===== config.mk =====
export PLATFORM = sky130hd
export DESIGN_NAME = tmc_timer16
export DESIGN_NICKNAME = d
export VERILOG_FILES = /design/src/rtl/tmc_pkg.sv /design/src/rtl/tmc_timer16.sv
export SDC_FILE = /design/constraint.sdc
export NUM_CORES = 1
export LEC_CHECK = 0
export BUFFER_PORTS_ARGS = -buffer_cell sky130_fd_sc_hd__buf_2
export CAP_MARGIN = 5
export CORE_MARGIN = 2
export CORE_UTILIZATION = 31
export CTS_CLUSTER_DIAMETER = 120
export DETAILED_ROUTE_END_ITERATION = 8
export PLACE_DENSITY = 0.46
export SLEW_MARGIN = 20
export SYNTH_ARGS = -nofsm -noshare
export SYNTH_HDL_FRONTEND = slang
export SYNTH_SLANG_ARGS = --single-unit

===== constraint.sdc =====
create_clock -name clk_i -period 4.2 [get_ports clk_i]
set_clock_uncertainty 0.1 [all_clocks]
set_input_delay 0.42 -clock clk_i [delete_from_list [all_inputs] [get_ports clk_i]]
set_output_delay 0.42 -clock clk_i [all_outputs]
set_load 0.02 [all_outputs]

===== src/rtl/tmc_pkg.sv =====
// Purpose: shared constants and types for the 16-bit timer mode and output control block
// Assumes: Avalon-MM byte addresses, one 32-bit word per register
// Notes:   8-bit registers sit in the low byte, upper bits read zero
package tmc_pkg;

  // ****************************************************************
  // register map
  // ****************************************************************
  localparam logic [4:0] OFS_CTRL_A  = 5'h00;
  localparam logic [4:0] OFS_CTRL_B  = 5'h04;
  localparam logic [4:0] OFS_CMP_A   = 5'h08;
  localparam logic [4:0] OFS_CMP_B   = 5'h0C;
  localparam logic [4:0] OFS_CAPTURE = 5'h10;
  localparam logic [4:0] OFS_COUNT   = 5'h14;
  localparam logic [4:0] OFS_STATUS  = 5'h18;
  localparam logic [4:0] OFS_PORT    = 5'h1C;

  localparam logic [7:0] CTRL_RESET   = 8'h00;
  localparam logic [7:0] CTRL_A_WMASK = 8'hF3;
  localparam logic [7:0] CTRL_B_WMASK = 8'hDF;

  // control A fields
  localparam int CA_OM_A_LSB = 6;
  localparam int CA_OM_B_LSB = 4;
  localparam int CA_WM_LSB   = 0;
  // control B fields
  localparam int CB_FILTER   = 7;
  localparam int CB_EDGE     = 6;
  localparam int CB_WM_LSB   = 3;
  localparam int CB_CS_LSB   = 0;
  // status fields, write one to clear
  localparam int ST_OVF      = 0;
  localparam int ST_MATCH_A  = 1;
  localparam int ST_MATCH_B  = 2;
  localparam int ST_CAPT     = 5;
  // port fields
  localparam int PT_DIR_A    = 0;
  localparam int PT_DIR_B    = 1;
  localparam int PT_DATA_A   = 2;
  localparam int PT_DATA_B   = 3;

  // ****************************************************************
  // counter limits and selections
  // ****************************************************************
  localparam logic [15:0] CNT_BOTTOM = 16'h0000;
  localparam logic [15:0] CNT_MAX    = 16'hFFFF;
  localparam logic [15:0] TOP_8BIT   = 16'h00FF;
  localparam logic [15:0] TOP_9BIT   = 16'h01FF;
  localparam logic [15:0] TOP_10BIT  = 16'h03FF;

  localparam logic [2:0] CS_STOP    = 3'h0;
  localparam logic [2:0] CS_DIV1    = 3'h1;
  localparam logic [2:0] CS_DIV8    = 3'h2;
  localparam logic [2:0] CS_DIV64   = 3'h3;
  localparam logic [2:0] CS_DIV256  = 3'h4;
  localparam logic [2:0] CS_DIV1024 = 3'h5;
  localparam logic [2:0] CS_EXTFALL = 3'h6;
  localparam logic [2:0] CS_EXTRISE = 3'h7;

  localparam logic [9:0] PRE_MASK8    = 10'h007;
  localparam logic [9:0] PRE_MASK64   = 10'h03F;
  localparam logic [9:0] PRE_MASK256  = 10'h0FF;
  localparam logic [9:0] PRE_MASK1024 = 10'h3FF;

  localparam logic [2:0] FILTER_SAMPLES = 3'h4;

  localparam logic [1:0] OM_OFF    = 2'h0;
  localparam logic [1:0] OM_TOGGLE = 2'h1;
  localparam logic [1:0] OM_CLEAR  = 2'h2;
  localparam logic [1:0] OM_SET    = 2'h3;

  localparam logic [3:0] WM_NORMAL   = 4'h0;
  localparam logic [3:0] WM_PC8      = 4'h1;
  localparam logic [3:0] WM_PC9      = 4'h2;
  localparam logic [3:0] WM_PC10     = 4'h3;
  localparam logic [3:0] WM_CTC_CMPA = 4'h4;
  localparam logic [3:0] WM_FAST8    = 4'h5;
  localparam logic [3:0] WM_FAST9    = 4'h6;
  localparam logic [3:0] WM_FAST10   = 4'h7;
  localparam logic [3:0] WM_PFC_CAPT = 4'h8;
  localparam logic [3:0] WM_PFC_CMPA = 4'h9;
  localparam logic [3:0] WM_PC_CAPT  = 4'hA;
  localparam logic [3:0] WM_PC_CMPA  = 4'hB;
  localparam logic [3:0] WM_CTC_CAPT = 4'hC;
  localparam logic [3:0] WM_RESERVED = 4'hD;
  localparam logic [3:0] WM_FAST_CAPT = 4'hE;
  localparam logic [3:0] WM_FAST_CMPA = 4'hF;

  typedef enum logic [1:0] {FAM_NONPWM = 2'h0, FAM_FAST = 2'h1, FAM_DUAL = 2'h3} tmc_family_type;
  typedef enum logic {DIR_UP = 1'b0, DIR_DOWN = 1'b1} tmc_dir_type;

endpackage


===== src/rtl/tmc_timer16.sv =====
// Purpose: 16-bit timer with waveform mode and compare output control, Avalon-MM slave
// Assumes: all inputs synchronous to clk_i; one wait state on every bus access
// Notes:   pins use output plus output enable; capture and count pins are plain inputs
//
// Function
// [RULE_01] nonzero channel A output mode puts its waveform on the pin
// [RULE_02] nonzero channel B output mode puts its waveform on the pin
// [RULE_03] pin driver enabled only when the pin direction bit selects output
// [RULE_04] output mode 00 disconnects the waveform in every mode
// [RULE_05] non-PWM: 01 toggles, 10 clears, 11 sets on compare match
// [RULE_06] fast PWM: 10 clears on match sets at TOP, 11 opposite
// [RULE_07] fast PWM 01 toggles A only in modes 14, 15; else disconnected
// [RULE_08] fast PWM compare equal to TOP: match ignored, only TOP action
// [RULE_09] dual-slope: 10 clears on up match, sets on down; 11 opposite
// [RULE_10] dual-slope 01 toggles A only in modes 8 to 11; else disconnected
// [RULE_11] control A bits 3 and 2 read as zero
// [RULE_12] waveform mode is control B bits 4:3 over control A bits 1:0
// [RULE_13] normal and clear-on-match: TOP, immediate update, overflow at MAX
// [RULE_14] phase correct modes: TOP, update at TOP, overflow at BOTTOM
// [RULE_15] phase and frequency correct: update and overflow at BOTTOM
// [RULE_16] fast PWM: fixed or register TOP, update and overflow at TOP
// [RULE_17] clock select: stop, prescaled I/O clock, or external pin edges
// [RULE_18] capture edge select: zero falling edge, one rising edge
// [RULE_19] noise filter needs four equal samples before capture input changes
// [RULE_20] control writes act next edge; reset clears all control bits
`timescale 1ns/1ps
`default_nettype none

module tmc_timer16
  import tmc_pkg::*;
(
  input  wire logic        clk_i,
  input  wire logic        reset_i,
  input  wire logic [4:0]  avs_address_i,
  input  wire logic        avs_read_i,
  input  wire logic        avs_write_i,
  input  wire logic [31:0] avs_writedata_i,
  input  wire logic [3:0]  avs_byteenable_i,
  output logic      [31:0] avs_readdata_o,
  output logic             avs_waitrequest_o,
  input  wire logic        external_count_pin_i,
  input  wire logic        capture_input_pin_i,
  output logic             chan_a_wave_pin_o,
  output logic             chan_a_wave_pin_oe_o,
  output logic             chan_b_wave_pin_o,
  output logic             chan_b_wave_pin_oe_o
);

  // ****************************************************************
  // helpers
  // ****************************************************************
  function automatic tmc_family_type family_of(input logic [3:0] m);
    case (m)
      WM_PC8, WM_PC9, WM_PC10, WM_PFC_CAPT, WM_PFC_CMPA, WM_PC_CAPT, WM_PC_CMPA:
        family_of = FAM_DUAL;
      WM_FAST8, WM_FAST9, WM_FAST10, WM_FAST_CAPT, WM_FAST_CMPA:
        family_of = FAM_FAST;
      default:
        family_of = FAM_NONPWM;
    endcase
  endfunction

  function automatic logic [15:0] top_of(input logic [3:0]  m,
                                         input logic [15:0] cmpa,
                                         input logic [15:0] capt);
    case (m)
      WM_PC8, WM_FAST8:                                         top_of = TOP_8BIT;
      WM_PC9, WM_FAST9:                                         top_of = TOP_9BIT;
      WM_PC10, WM_FAST10:                                       top_of = TOP_10BIT;
      WM_CTC_CMPA, WM_PFC_CMPA, WM_PC_CMPA, WM_FAST_CMPA:       top_of = cmpa;
      WM_PFC_CAPT, WM_PC_CAPT, WM_CTC_CAPT, WM_FAST_CAPT:       top_of = capt;
      default:                                                  top_of = CNT_MAX;
    endcase
  endfunction

  // toggle_ok: the 01 setting is legal for this channel in the current mode
  function automatic logic is_connected(input logic [1:0] om,
                                        input tmc_family_type fam,
                                        input logic toggle_ok);
    is_connected = (om != OM_OFF) &&                              // RULE_04
                   !(om == OM_TOGGLE && fam != FAM_NONPWM && !toggle_ok); // RULE_07 RULE_10
  endfunction

  function automatic logic wave_next(input logic           cur,
                                     input logic [1:0]     om,
                                     input tmc_family_type fam,
                                     input logic           toggle_ok,
                                     input logic           match,
                                     input logic           at_top,
                                     input logic           cmp_is_top,
                                     input tmc_dir_type    dir);
    wave_next = cur;
    case (fam)
      FAM_NONPWM:
        if (match)
        begin
          case (om)
            OM_TOGGLE: wave_next = ~cur;                          // RULE_05
            OM_CLEAR:  wave_next = 1'b0;
            OM_SET:    wave_next = 1'b1;
            default:   wave_next = cur;
          endcase
        end
      FAM_FAST:
        if (om[1])
        begin
          if (at_top)
            wave_next = ~om[0];                                   // RULE_06
          else if (match && !cmp_is_top)                          // RULE_08
            wave_next = om[0];
        end
        else if (om == OM_TOGGLE && toggle_ok && match)
          wave_next = ~cur;                                       // RULE_07
      FAM_DUAL:
        if (om[1] && match)
          wave_next = (dir == DIR_UP) ? om[0] : ~om[0];           // RULE_09
        else if (om == OM_TOGGLE && toggle_ok && match)
          wave_next = ~cur;                                       // RULE_10
      default:
        wave_next = cur;
    endcase
  endfunction

  function automatic logic [15:0] merge16(input logic [15:0] old,
                                          input logic [31:0] wd,
                                          input logic [3:0]  be);
    merge16 = {be[1] ? wd[15:8] : old[15:8], be[0] ? wd[7:0] : old[7:0]};
  endfunction

  // ****************************************************************
  // bus slave: one wait state, write at the second edge, read data registered at the first
  // ****************************************************************
  logic        ack_q;
  logic        wr_go;
  logic [31:0] rdata_d;

  assign avs_waitrequest_o = (avs_read_i || avs_write_i) && !ack_q;
  assign wr_go = avs_write_i && ack_q;

  always_ff @(posedge clk_i)
  begin
    if (reset_i)
      ack_q <= 1'b0;
    else
      ack_q <= (avs_read_i || avs_write_i) && !ack_q;
  end

  // ****************************************************************
  // registers
  // ****************************************************************
  logic [7:0]  ctrl_a_q;
  logic [7:0]  ctrl_b_q;
  logic [15:0] cmp_a_buf_q;
  logic [15:0] cmp_b_buf_q;
  logic [15:0] cmp_a_q;
  logic [15:0] cmp_b_q;
  logic [15:0] capture_value_q;
  logic [15:0] count_value_q;
  logic [7:0]  status_q;
  logic [3:0]  port_q;
  tmc_dir_type dir_q;

  logic [3:0]     waveform_mode;
  tmc_family_type fam;
  logic [15:0]    top;
  logic           tick;
  logic           at_top;
  logic           at_bottom;
  logic           upd_now;
  logic           ovf_evt;
  logic           match_a;
  logic           match_b;
  logic           capt_evt;
  logic           capt_is_top;
  logic           tog_ok_a;

  assign waveform_mode = {ctrl_b_q[CB_WM_LSB +: 2], ctrl_a_q[CA_WM_LSB +: 2]}; // RULE_12
  assign fam           = family_of(waveform_mode);
  assign top           = top_of(waveform_mode, cmp_a_q, capture_value_q);
  assign at_top        = (count_value_q == top);
  assign at_bottom     = (count_value_q == CNT_BOTTOM);
  assign capt_is_top   = (waveform_mode == WM_PFC_CAPT) || (waveform_mode == WM_PC_CAPT) ||
                         (waveform_mode == WM_CTC_CAPT) || (waveform_mode == WM_FAST_CAPT);
  assign tog_ok_a      = (waveform_mode == WM_FAST_CAPT) || (waveform_mode == WM_FAST_CMPA) ||
                         (waveform_mode >= WM_PFC_CAPT && waveform_mode <= WM_PC_CMPA);

  always_ff @(posedge clk_i)
  begin
    if (reset_i)
    begin
      ctrl_a_q <= CTRL_RESET;                                     // RULE_20
      ctrl_b_q <= CTRL_RESET;
    end
    else if (wr_go && avs_byteenable_i[0])
    begin
      if (avs_address_i == OFS_CTRL_A)
        ctrl_a_q <= avs_writedata_i[7:0] & CTRL_A_WMASK;          // RULE_11 RULE_20
      if (avs_address_i == OFS_CTRL_B)
        ctrl_b_q <= avs_writedata_i[7:0] & CTRL_B_WMASK;
    end
  end

  always_ff @(posedge clk_i)
  begin
    if (reset_i)
      port_q <= 4'h0;
    else if (wr_go && avs_byteenable_i[0] && avs_address_i == OFS_PORT)
      port_q <= avs_writedata_i[3:0];
  end

  // ****************************************************************
  // clock source selection
  // ****************************************************************
  logic [9:0] presc_q;
  logic       ext_prev_q;

  always_ff @(posedge clk_i)
  begin
    if (reset_i)
    begin
      presc_q    <= 10'h000;
      ext_prev_q <= 1'b0;
    end
    else
    begin
      presc_q    <= presc_q + 10'h001;
      ext_prev_q <= external_count_pin_i;
    end
  end

  always_comb
  begin
    case (ctrl_b_q[CB_CS_LSB +: 3])                               // RULE_17
      CS_DIV1:    tick = 1'b1;
      CS_DIV8:    tick = (presc_q & PRE_MASK8) == PRE_MASK8;
      CS_DIV64:   tick = (presc_q & PRE_MASK64) == PRE_MASK64;
      CS_DIV256:  tick = (presc_q & PRE_MASK256) == PRE_MASK256;
      CS_DIV1024: tick = presc_q == PRE_MASK1024;
      CS_EXTFALL: tick = ext_prev_q && !external_count_pin_i;
      CS_EXTRISE: tick = !ext_prev_q && external_count_pin_i;
      default:    tick = 1'b0;
    endcase
  end

  // ****************************************************************
  // counter and compare double buffer
  // ****************************************************************
  assign match_a = tick && (count_value_q == cmp_a_q);
  assign match_b = tick && (count_value_q == cmp_b_q);

  always_comb
  begin
    case (fam)
      FAM_FAST: ovf_evt = tick && at_top;                         // RULE_16
      FAM_DUAL: ovf_evt = tick && at_bottom;                      // RULE_14 RULE_15
      default:  ovf_evt = tick && (count_value_q == CNT_MAX);     // RULE_13
    endcase
    if (waveform_mode == WM_PFC_CAPT || waveform_mode == WM_PFC_CMPA)
      upd_now = tick && at_bottom;                                // RULE_15
    else
      upd_now = tick && at_top;                                   // RULE_14 RULE_16
  end

  always_ff @(posedge clk_i)
  begin
    if (reset_i)
    begin
      count_value_q <= CNT_BOTTOM;
      dir_q         <= DIR_UP;
    end
    else if (wr_go && avs_address_i == OFS_COUNT)
      count_value_q <= merge16(count_value_q, avs_writedata_i, avs_byteenable_i);
    else if (tick)
    begin
      if (fam != FAM_DUAL)
      begin
        count_value_q <= at_top ? CNT_BOTTOM : count_value_q + 16'h0001;
        dir_q         <= DIR_UP;
      end
      else
      begin
        case (dir_q)
          DIR_UP:
            if (count_value_q >= top)
            begin
              dir_q         <= DIR_DOWN;
              count_value_q <= count_value_q - 16'h0001;
            end
            else
              count_value_q <= count_value_q + 16'h0001;
          DIR_DOWN:
            if (at_bottom)
            begin
              dir_q         <= DIR_UP;
              count_value_q <= count_value_q + 16'h0001;
            end
            else
              count_value_q <= count_value_q - 16'h0001;
          default:
            dir_q <= DIR_UP;
        endcase
      end
    end
  end

  always_ff @(posedge clk_i)
  begin
    if (reset_i)
    begin
      cmp_a_buf_q <= 16'h0000;
      cmp_b_buf_q <= 16'h0000;
    end
    else if (wr_go)
    begin
      if (avs_address_i == OFS_CMP_A)
        cmp_a_buf_q <= merge16(cmp_a_buf_q, avs_writedata_i, avs_byteenable_i);
      if (avs_address_i == OFS_CMP_B)
        cmp_b_buf_q <= merge16(cmp_b_buf_q, avs_writedata_i, avs_byteenable_i);
    end
  end

  // non-PWM modes follow the buffer at once; PWM modes only on their update point
  always_ff @(posedge clk_i)
  begin
    if (reset_i)
    begin
      cmp_a_q <= 16'h0000;
      cmp_b_q <= 16'h0000;
    end
    else if (fam == FAM_NONPWM || upd_now)                        // RULE_13
    begin
      cmp_a_q <= cmp_a_buf_q;
      cmp_b_q <= cmp_b_buf_q;
    end
  end

  // ****************************************************************
  // capture input: optional filter, edge select
  // ****************************************************************
  logic       filt_q;
  logic [2:0] same_cnt_q;
  logic       capt_lvl;
  logic       capt_prev_q;

  always_ff @(posedge clk_i)
  begin
    if (reset_i)
    begin
      filt_q     <= 1'b0;
      same_cnt_q <= 3'h0;
    end
    else if (capture_input_pin_i == filt_q)
      same_cnt_q <= 3'h0;
    else if (same_cnt_q == FILTER_SAMPLES - 3'h1)
    begin
      filt_q     <= capture_input_pin_i;                          // RULE_19
      same_cnt_q <= 3'h0;
    end
    else
      same_cnt_q <= same_cnt_q + 3'h1;
  end

  assign capt_lvl = ctrl_b_q[CB_FILTER] ? filt_q : capture_input_pin_i;
  assign capt_evt = !capt_is_top &&
                    (ctrl_b_q[CB_EDGE] ? (capt_lvl && !capt_prev_q)
                                       : (!capt_lvl && capt_prev_q)); // RULE_18

  always_ff @(posedge clk_i)
  begin
    if (reset_i)
      capt_prev_q <= 1'b0;
    else
      capt_prev_q <= capt_lvl;
  end

  // capture register is software-writable only while it serves as TOP
  always_ff @(posedge clk_i)
  begin
    if (reset_i)
      capture_value_q <= 16'h0000;
    else if (capt_evt)
      capture_value_q <= count_value_q;
    else if (wr_go && capt_is_top && avs_address_i == OFS_CAPTURE)
      capture_value_q <= merge16(capture_value_q, avs_writedata_i, avs_byteenable_i);
  end

  // ****************************************************************
  // status flags: hardware set wins over software clear
  // ****************************************************************
  logic [7:0] st_set;
  logic [7:0] st_clr;

  always_comb
  begin
    st_set              = 8'h00;
    st_set[ST_OVF]      = ovf_evt;
    st_set[ST_MATCH_A]  = match_a;
    st_set[ST_MATCH_B]  = match_b;
    st_set[ST_CAPT]     = capt_evt || (capt_is_top && tick && at_top);
    st_clr = (wr_go && avs_byteenable_i[0] && avs_address_i == OFS_STATUS) ?
             avs_writedata_i[7:0] : 8'h00;
  end

  always_ff @(posedge clk_i)
  begin
    if (reset_i)
      status_q <= 8'h00;
    else
      status_q <= (status_q & ~st_clr) | st_set;
  end

  // ****************************************************************
  // waveform outputs and pins
  // ****************************************************************
  logic wave_a_q;
  logic wave_b_q;
  logic conn_a;
  logic conn_b;

  always_ff @(posedge clk_i)
  begin
    if (reset_i)
    begin
      wave_a_q <= 1'b0;
      wave_b_q <= 1'b0;
    end
    else if (tick)
    begin
      wave_a_q <= wave_next(wave_a_q, ctrl_a_q[CA_OM_A_LSB +: 2], fam, tog_ok_a,
                            match_a, at_top, cmp_a_q == top, dir_q);
      wave_b_q <= wave_next(wave_b_q, ctrl_a_q[CA_OM_B_LSB +: 2], fam, 1'b0,
                            match_b, at_top, cmp_b_q == top, dir_q);
    end
  end

  assign conn_a = is_connected(ctrl_a_q[CA_OM_A_LSB +: 2], fam, tog_ok_a);
  assign conn_b = is_connected(ctrl_a_q[CA_OM_B_LSB +: 2], fam, 1'b0);

  assign chan_a_wave_pin_o    = conn_a ? wave_a_q : port_q[PT_DATA_A];  // RULE_01
  assign chan_b_wave_pin_o    = conn_b ? wave_b_q : port_q[PT_DATA_B];  // RULE_02
  assign chan_a_wave_pin_oe_o = port_q[PT_DIR_A];                      // RULE_03
  assign chan_b_wave_pin_oe_o = port_q[PT_DIR_B];                      // RULE_03

  // ****************************************************************
  // read data, latched during the wait cycle
  // ****************************************************************
  always_comb
  begin
    rdata_d = 32'h0000_0000;
    case (avs_address_i)
      OFS_CTRL_A:  rdata_d[7:0]  = ctrl_a_q;                      // RULE_11
      OFS_CTRL_B:  rdata_d[7:0]  = ctrl_b_q;
      OFS_CMP_A:   rdata_d[15:0] = cmp_a_buf_q;
      OFS_CMP_B:   rdata_d[15:0] = cmp_b_buf_q;
      OFS_CAPTURE: rdata_d[15:0] = capture_value_q;
      OFS_COUNT:   rdata_d[15:0] = count_value_q;
      OFS_STATUS:  rdata_d[7:0]  = status_q;
      OFS_PORT:    rdata_d[3:0]  = port_q;
      default:     rdata_d       = 32'h0000_0000;
    endcase
  end

  always_ff @(posedge clk_i)
  begin
    if (reset_i)
      avs_readdata_o <= 32'h0000_0000;
    else if (avs_read_i && !ack_q)
      avs_readdata_o <= rdata_d;
  end

endmodule

`default_nettype wire


* Yosys cells after proc, flatten, opt, wreduce, memory -nomap -nowiden *
Memories as Yosys holds them, arrays and structs flattened.
Cells that the tools add are included.

word-level totals
  flip-flop bits (word level) = 157
  ROM bits = 32
  logic and storage cells = 229
  memories kept = 1

memories
  name             depth  bits a word  read ports  clocked after Yosys merged registers in  wr ports  line               source
  (no name shown)  16     2            1           0                                        0         tmc_timer16.sv:53  case (m)

operators by class
  add/subtract/negate cells = 4
  $lt $le $gt $ge = 3
  equal/unequal tests = 59
  muxes and demuxes = 44
  bitwise operators = 10
  reduce and logical (&&, ||, !) cells = 84

operators with widths
  operator                                             number
  two-way mux 16 bit                                   8
  equality test 16 bit                                 5
  case mux 16 bit (5 select lines)                     1
  logical AND 1 bit                                    33
  case mux 16 bit (2 select lines)                     1
  case mux 4 bit (8 select lines)                      1
  case mux 8 bit (4 select lines)                      1
  equality test 4 bit, second input constant           7
  case mux 4 bit (7 select lines)                      1
  two-way mux 8 bit                                    3
  two-way mux 1 bit                                    21
  equality test 5 bit, second input constant           4
  adder 16 x 1 -> 16 bit, second input constant        1
  equality test 16 bit, second input constant          1
  equality test 4 x 3 -> 1 bit, second input constant  4
  >= comparator 16 bit                                 1
  zero test 16 bit                                     1
  AND reduction 2 bit                                  8
  subtractor 16 x 1 -> 16 bit, second input constant   1
  equality test 3 bit, second input constant           5
  inequality test 2 bit, second input constant         7
  nonzero test 2 bit                                   7
  case mux 1 bit (3 select lines)                      4
  AND reduction 3 bit                                  4
  35 further kinds                                     74

* Logic depth before layout (Yosys ltp) *
  word-level depth = 10
  depth in mapped cells = 16
  depth with buffers taken out = 12

* Least setup slack after synthesis *
OpenSTA, ideal clock, no wires.

  path type = register to register
  start = register ctrl_a_q[0]
  end = register count_value_q[11]
  arrival time = 3.491 ns
  data required time = 4.026 ns
  slack = 0.535 ns
  cell stages (with the launch flop) = 16
  buffers on the path = 3
  clock period less this slack = 3.665 ns
  cell sequence = dfxtp_1 > buf_2 > or4b_2 > o31a_1 > and3_1 > inv_1 > ha_1 > nand4_1 > nor2_1 > a211oi_1 > and4_1 > clkbuf_1 > buf_2 > o21ai_0 > a2111o_1 > a31oi_1

between the ends
  cells in the longest elaborated chain, start to end = 9

RTL lines
  what                                                             line                source
  from (decl)                                                      tmc_timer16.sv:151  logic [7:0] ctrl_a_q;
  from (signal assigned)                                           tmc_timer16.sv:197  ctrl_a_q <= avs_writedata_i[7:0] & CTRL_A_WMASK;
  equality test 4 bit (tied with other cells)                      tmc_timer16.sv:66   case (m)
  OR reduction 4 bit / OR reduction 2 bit (equally long branches)  tmc_timer16.sv:66
  case mux 16 bit (5 select lines)                                 tmc_timer16.sv:66
  >= comparator 16 bit                                             tmc_timer16.sv:284  if (count_value_q >= top)
  two-way mux 16 bit                                               tmc_timer16.sv:284
  case mux 16 bit (2 select lines)                                 tmc_timer16.sv:282  case (dir_q)
  two-way mux 16 bit *                                             tmc_timer16.sv:275  if (fam != FAM_DUAL)
  two-way mux 16 bit *                                             tmc_timer16.sv:273  else if (tick)
  two-way mux 16 bit *                                             tmc_timer16.sv:271  else if (wr_go && avs_address_i == OFS_COUNT)
  to (signal assigned)                                             tmc_timer16.sv:272  count_value_q <= merge16(count_value_q, avs_writedata_i, avs_byteenable_i);
  to (signal assigned)                                             tmc_timer16.sv:277  count_value_q <= at_top ? CNT_BOTTOM : count_value_q + 16'h0001;
  to (signal assigned)                                             tmc_timer16.sv:287  count_value_q <= count_value_q - 16'h0001;
  to (decl)                                                        tmc_timer16.sv:158  logic [15:0] count_value_q;

Mark *: on every way between the ends. The rest lies on a longest branch, timed or not. The select of a mux whose other input is x is not followed.
A chain may end at the register's enable or synchronous reset.

* Final worst setup path *
  start = register ctrl_b_q[4]
  end = register count_value_q[6]

between the ends
  cells in the longest elaborated chain, start to end = 9

RTL lines
  what                                                             line                source
  from (decl)                                                      tmc_timer16.sv:152  logic [7:0] ctrl_b_q;
  from (signal assigned)                                           tmc_timer16.sv:199  ctrl_b_q <= avs_writedata_i[7:0] & CTRL_B_WMASK;
  equality test 4 bit (tied with other cells)                      tmc_timer16.sv:66
  OR reduction 4 bit / OR reduction 2 bit (equally long branches)  tmc_timer16.sv:66
  case mux 16 bit (5 select lines)                                 tmc_timer16.sv:66
  >= comparator 16 bit                                             tmc_timer16.sv:284
  two-way mux 16 bit                                               tmc_timer16.sv:284
  case mux 16 bit (2 select lines)                                 tmc_timer16.sv:282
  two-way mux 16 bit *                                             tmc_timer16.sv:275
  two-way mux 16 bit *                                             tmc_timer16.sv:273
  two-way mux 16 bit *                                             tmc_timer16.sv:271

Marks and branches as above.

==> impl_metrics.csv <==
group,metric,value,unit
logic_synthesis,syn_avg_cell_area,7.91,um^2
pwr,peakVddDrop,0.229,mV
placed_design,place_area,10300,um^2
setup_path,worst-path-max-fanout,7,
pwr,powerDensity,315,nW/um^2
detailed_routing,routed_wirelength,37.8,mm
clock_network,cts_resized,0,
run,drv_cap,0,
logic_synthesis,async_flop_share,0,%
status,status,"finished clean",
timing,finalWorstSetupSlack,0.296,ns
logic_synthesis,synth_area,9620,um^2
global_routing,overflow,0,
timing,slew_viol_final,0,
finish,layout-drive-gt1-share,12.0,%
detailed_routing,num_vias,9516,
die,ios,84,
timing,hold_violations,0,
setup_path,path_class,"reg -> reg",
setup_path,r2r-start,"ctrl_b_q[4]$_SDFFE_PP0P_",
die,die_area,32500,um^2
detailed_routing,first_pass_iters,6,
timing,fmax,256,MHz
timing,rsz0062_at_grt,"false",
clock_network,cts_hold_buffers,0,
clock_network,clkTransAtPathRegs,0.07,ns
clock_network,htreeDepth,4,
die,fp-row-count,64,
timing,min_period,3.90,ns
timing,hold_slack,0.146,ns
finish,final_area,10900,um^2
setup_path,critPathCaptureType,"flip-flop",
clock_network,worstSkewPairLatency,0.44,ns
worst_hold_path,hp-start,"external_count_pin_i",
logic_synthesis,yosysWarnings,0,
clock_network,cts_buffer_depth,2,
clock_network,cts_tree,"done",
detailed_routing,ant_nets,0,
pwr,total_power,3.44,mW
clock_network,cts_setup_buffers,0,
detailed_routing,drt_iter0_markers,1028,
detailed_routing,drc,0,
setup_path,required,4.43,ns
finish,areaGrowthSynthToFinish,13.7,%
placed_design,place_inst,1619,
logic_synthesis,yosysUniqueCellTypes,81,
setup_path,arrival,4.14,ns
timing,finalSetupTns,0,ns
logic_synthesis,synth_edf_count,0,
timing,tightestPinTransition,0.969,ns
global_routing,grt_pass1_wl,56.7,mm
detailed_routing,wl_per_cell,22.9,um
die,fp.dieH,180,um
finish,final_cells,1650,
setup_path,critical_path.startpoint,"ctrl_b_q[4]$_SDFFE_PP0P_",
clock_network,cts_buffers,17,
placed_design,dp_slack,0.283,ns
global_routing,antenna_found_initial,2,
clock_network,cts_root_buffer,"clkbuf_16",
logic_synthesis,synth_seq_cells,157,
worst_hold_path,hp-class,"in -> reg",
global_routing,grtUsageTotal,22.8,%
timing,min_period_over_period,93.0,%
placed_design,gp_congestion,0.883,
finish,nets,1312,
die,die_w,180,um
pwr,p_leak,4.12,nW
setup_path,startpoint_type,"flip-flop",
detailed_routing,via_per_inst,5.77,
logic_synthesis,synthFlopType,"dfxtp_1",
global_routing,grt_max_degree,89,
die,coreArea,30600,um^2
logic_synthesis,seq_area_frac_synth,32.7,%
placed_design,hpwl,28.1,mm
placed_design,portBuffers,49,
timing,setup_viol,0,
logic_synthesis,synthCells,1217,
global_routing,grt_pass1_vias,8907,
finish,final_util,35.8,%
timing,slew_headroom,34.9,%
clock_network,cts.sinks,157,
die,initial_utilization,31.5,%
-- critical path, stage by stage, from the launching register on --
cell and delay, ns:
dfxtp_1 0.48, buf_4 0.21, nor2b_1 0.43, a211oi_1 0.22, and2_1 0.20, ha_1 0.28, nand4_1 0.18, or4_1 0.74
nor2_1 0.20, a21oi_1 0.12, a221o_1 0.39, a31o_2 0.24
-- area by class of cell --
cell class / instances / area [um^2]
Antenna cell: 1 / 2.50
Clock buffer: 20 / 447
Clock inverter: 10 / 164
Fill cell: 3239 / 19600
Inverter: 34 / 128
Multi-Input combinational cell: 940 / 5970
Sequential cell: 157 / 3140
Tap cell: 396 / 495
Timing Repair Buffer: 92 / 596
-- synthesized netlist by cell type (22+ instances only) --
cell type,n,area share (%)
a211oi_1,28,2.2
nor2_1,144,5.6
inv_1,34,1.3
xnor2_1,39,3.5
nand3_1,51,2.7
dfxtp_1,157,33
a22oi_1,24,1.9
a21oi_1,92,4.8
o21ai_0,45,2.3
mux2i_1,74,7.7
o22ai_1,22,1.4
nand2_1,112,4.4
ha_1,23,3.0
clkbuf_1,57,2.2
-- placed cells by master, fill, tap and decap left out, drive strengths merged, types with 8 or more instances in the layout --
master	instances
ha	23
mux2i	75
buf	92
and2	10
a22oi	24
dfxtp	157
or4	8
a21oi	93
inv	35
o22ai	22
or3	8
conb	16
a31oi	14
nand3	51
nand4	20
a211oi	30
o21ai	46
nor3	21
nand2	112
o211ai	8
a222oi	19
nor4	12
nor2	145
xnor2	39
nor2b	15
clkbuf	20
and3	21
-- layer usage --
layer / vias to the layer above / global-route usage [%] / share of wire [%]
met5: - / 0 / 0
met4: 0 / 9.68 / 3.8
met3: 70 / 3.42 / 5.7
met2: 391 / 34.9 / 44
met1: 4561 / 31.8 / 46
li1: 4494 / - / -
-- logic make-up (layout without fill, tap and decap cells) --
family	count (synthesis)	in the layout	share of synthesized area, %
buffers and inverters	135	156	6.37
DFF	157	157	32.7
muxes	77	77	8.07
and+or+nand+nor	461	461	23.5
xor gates and xnor gates	44	44	4.00
other	1	17	0.0390
adders and majority gates	23	23	2.99
AOI/OAI and AO/OA	319	319	22.4
-- registers in the layout, indices dropped and copies added (netlist names) --
register / count
ack_q: 1
avs_readdata_o: 16
capt_prev_q: 1
capture_value_q: 16
cmp_a_buf_q: 16
cmp_a_q: 16
cmp_b_buf_q: 16
cmp_b_q: 16
count_value_q: 16
ctrl_a_q: 6
ctrl_b_q: 7
dir_q: 1
ext_prev_q: 1
filt_q: 1
port_q: 4
presc_q: 10
same_cnt_q: 3
status_q: 8
wave_a_q: 1
wave_b_q: 1
-- power breakdown --
group,switching [mW],internal (mW)
Clock,0.657,1.01
Combinational,0.168,0.0713
Sequential,0.0330,1.51
Total,0.858,2.59
-- path summary, 6_finish.rpt --
kind | depth (start not counted) | end | slack (ns)
max reg2reg | 11 | count_value_q[6]$_SDFFE_PP0P_ | 0.30
max | 11 | count_value_q[6]$_SDFFE_PP0P_ | 0.30
min reg2reg | 1 | same_cnt_q[0]$_SDFF_PP0_ | 0.33
min | 3 | ext_prev_q$_SDFF_PP0_ | 0.15
No activity file was read; power rests on OpenSTA's default activity.
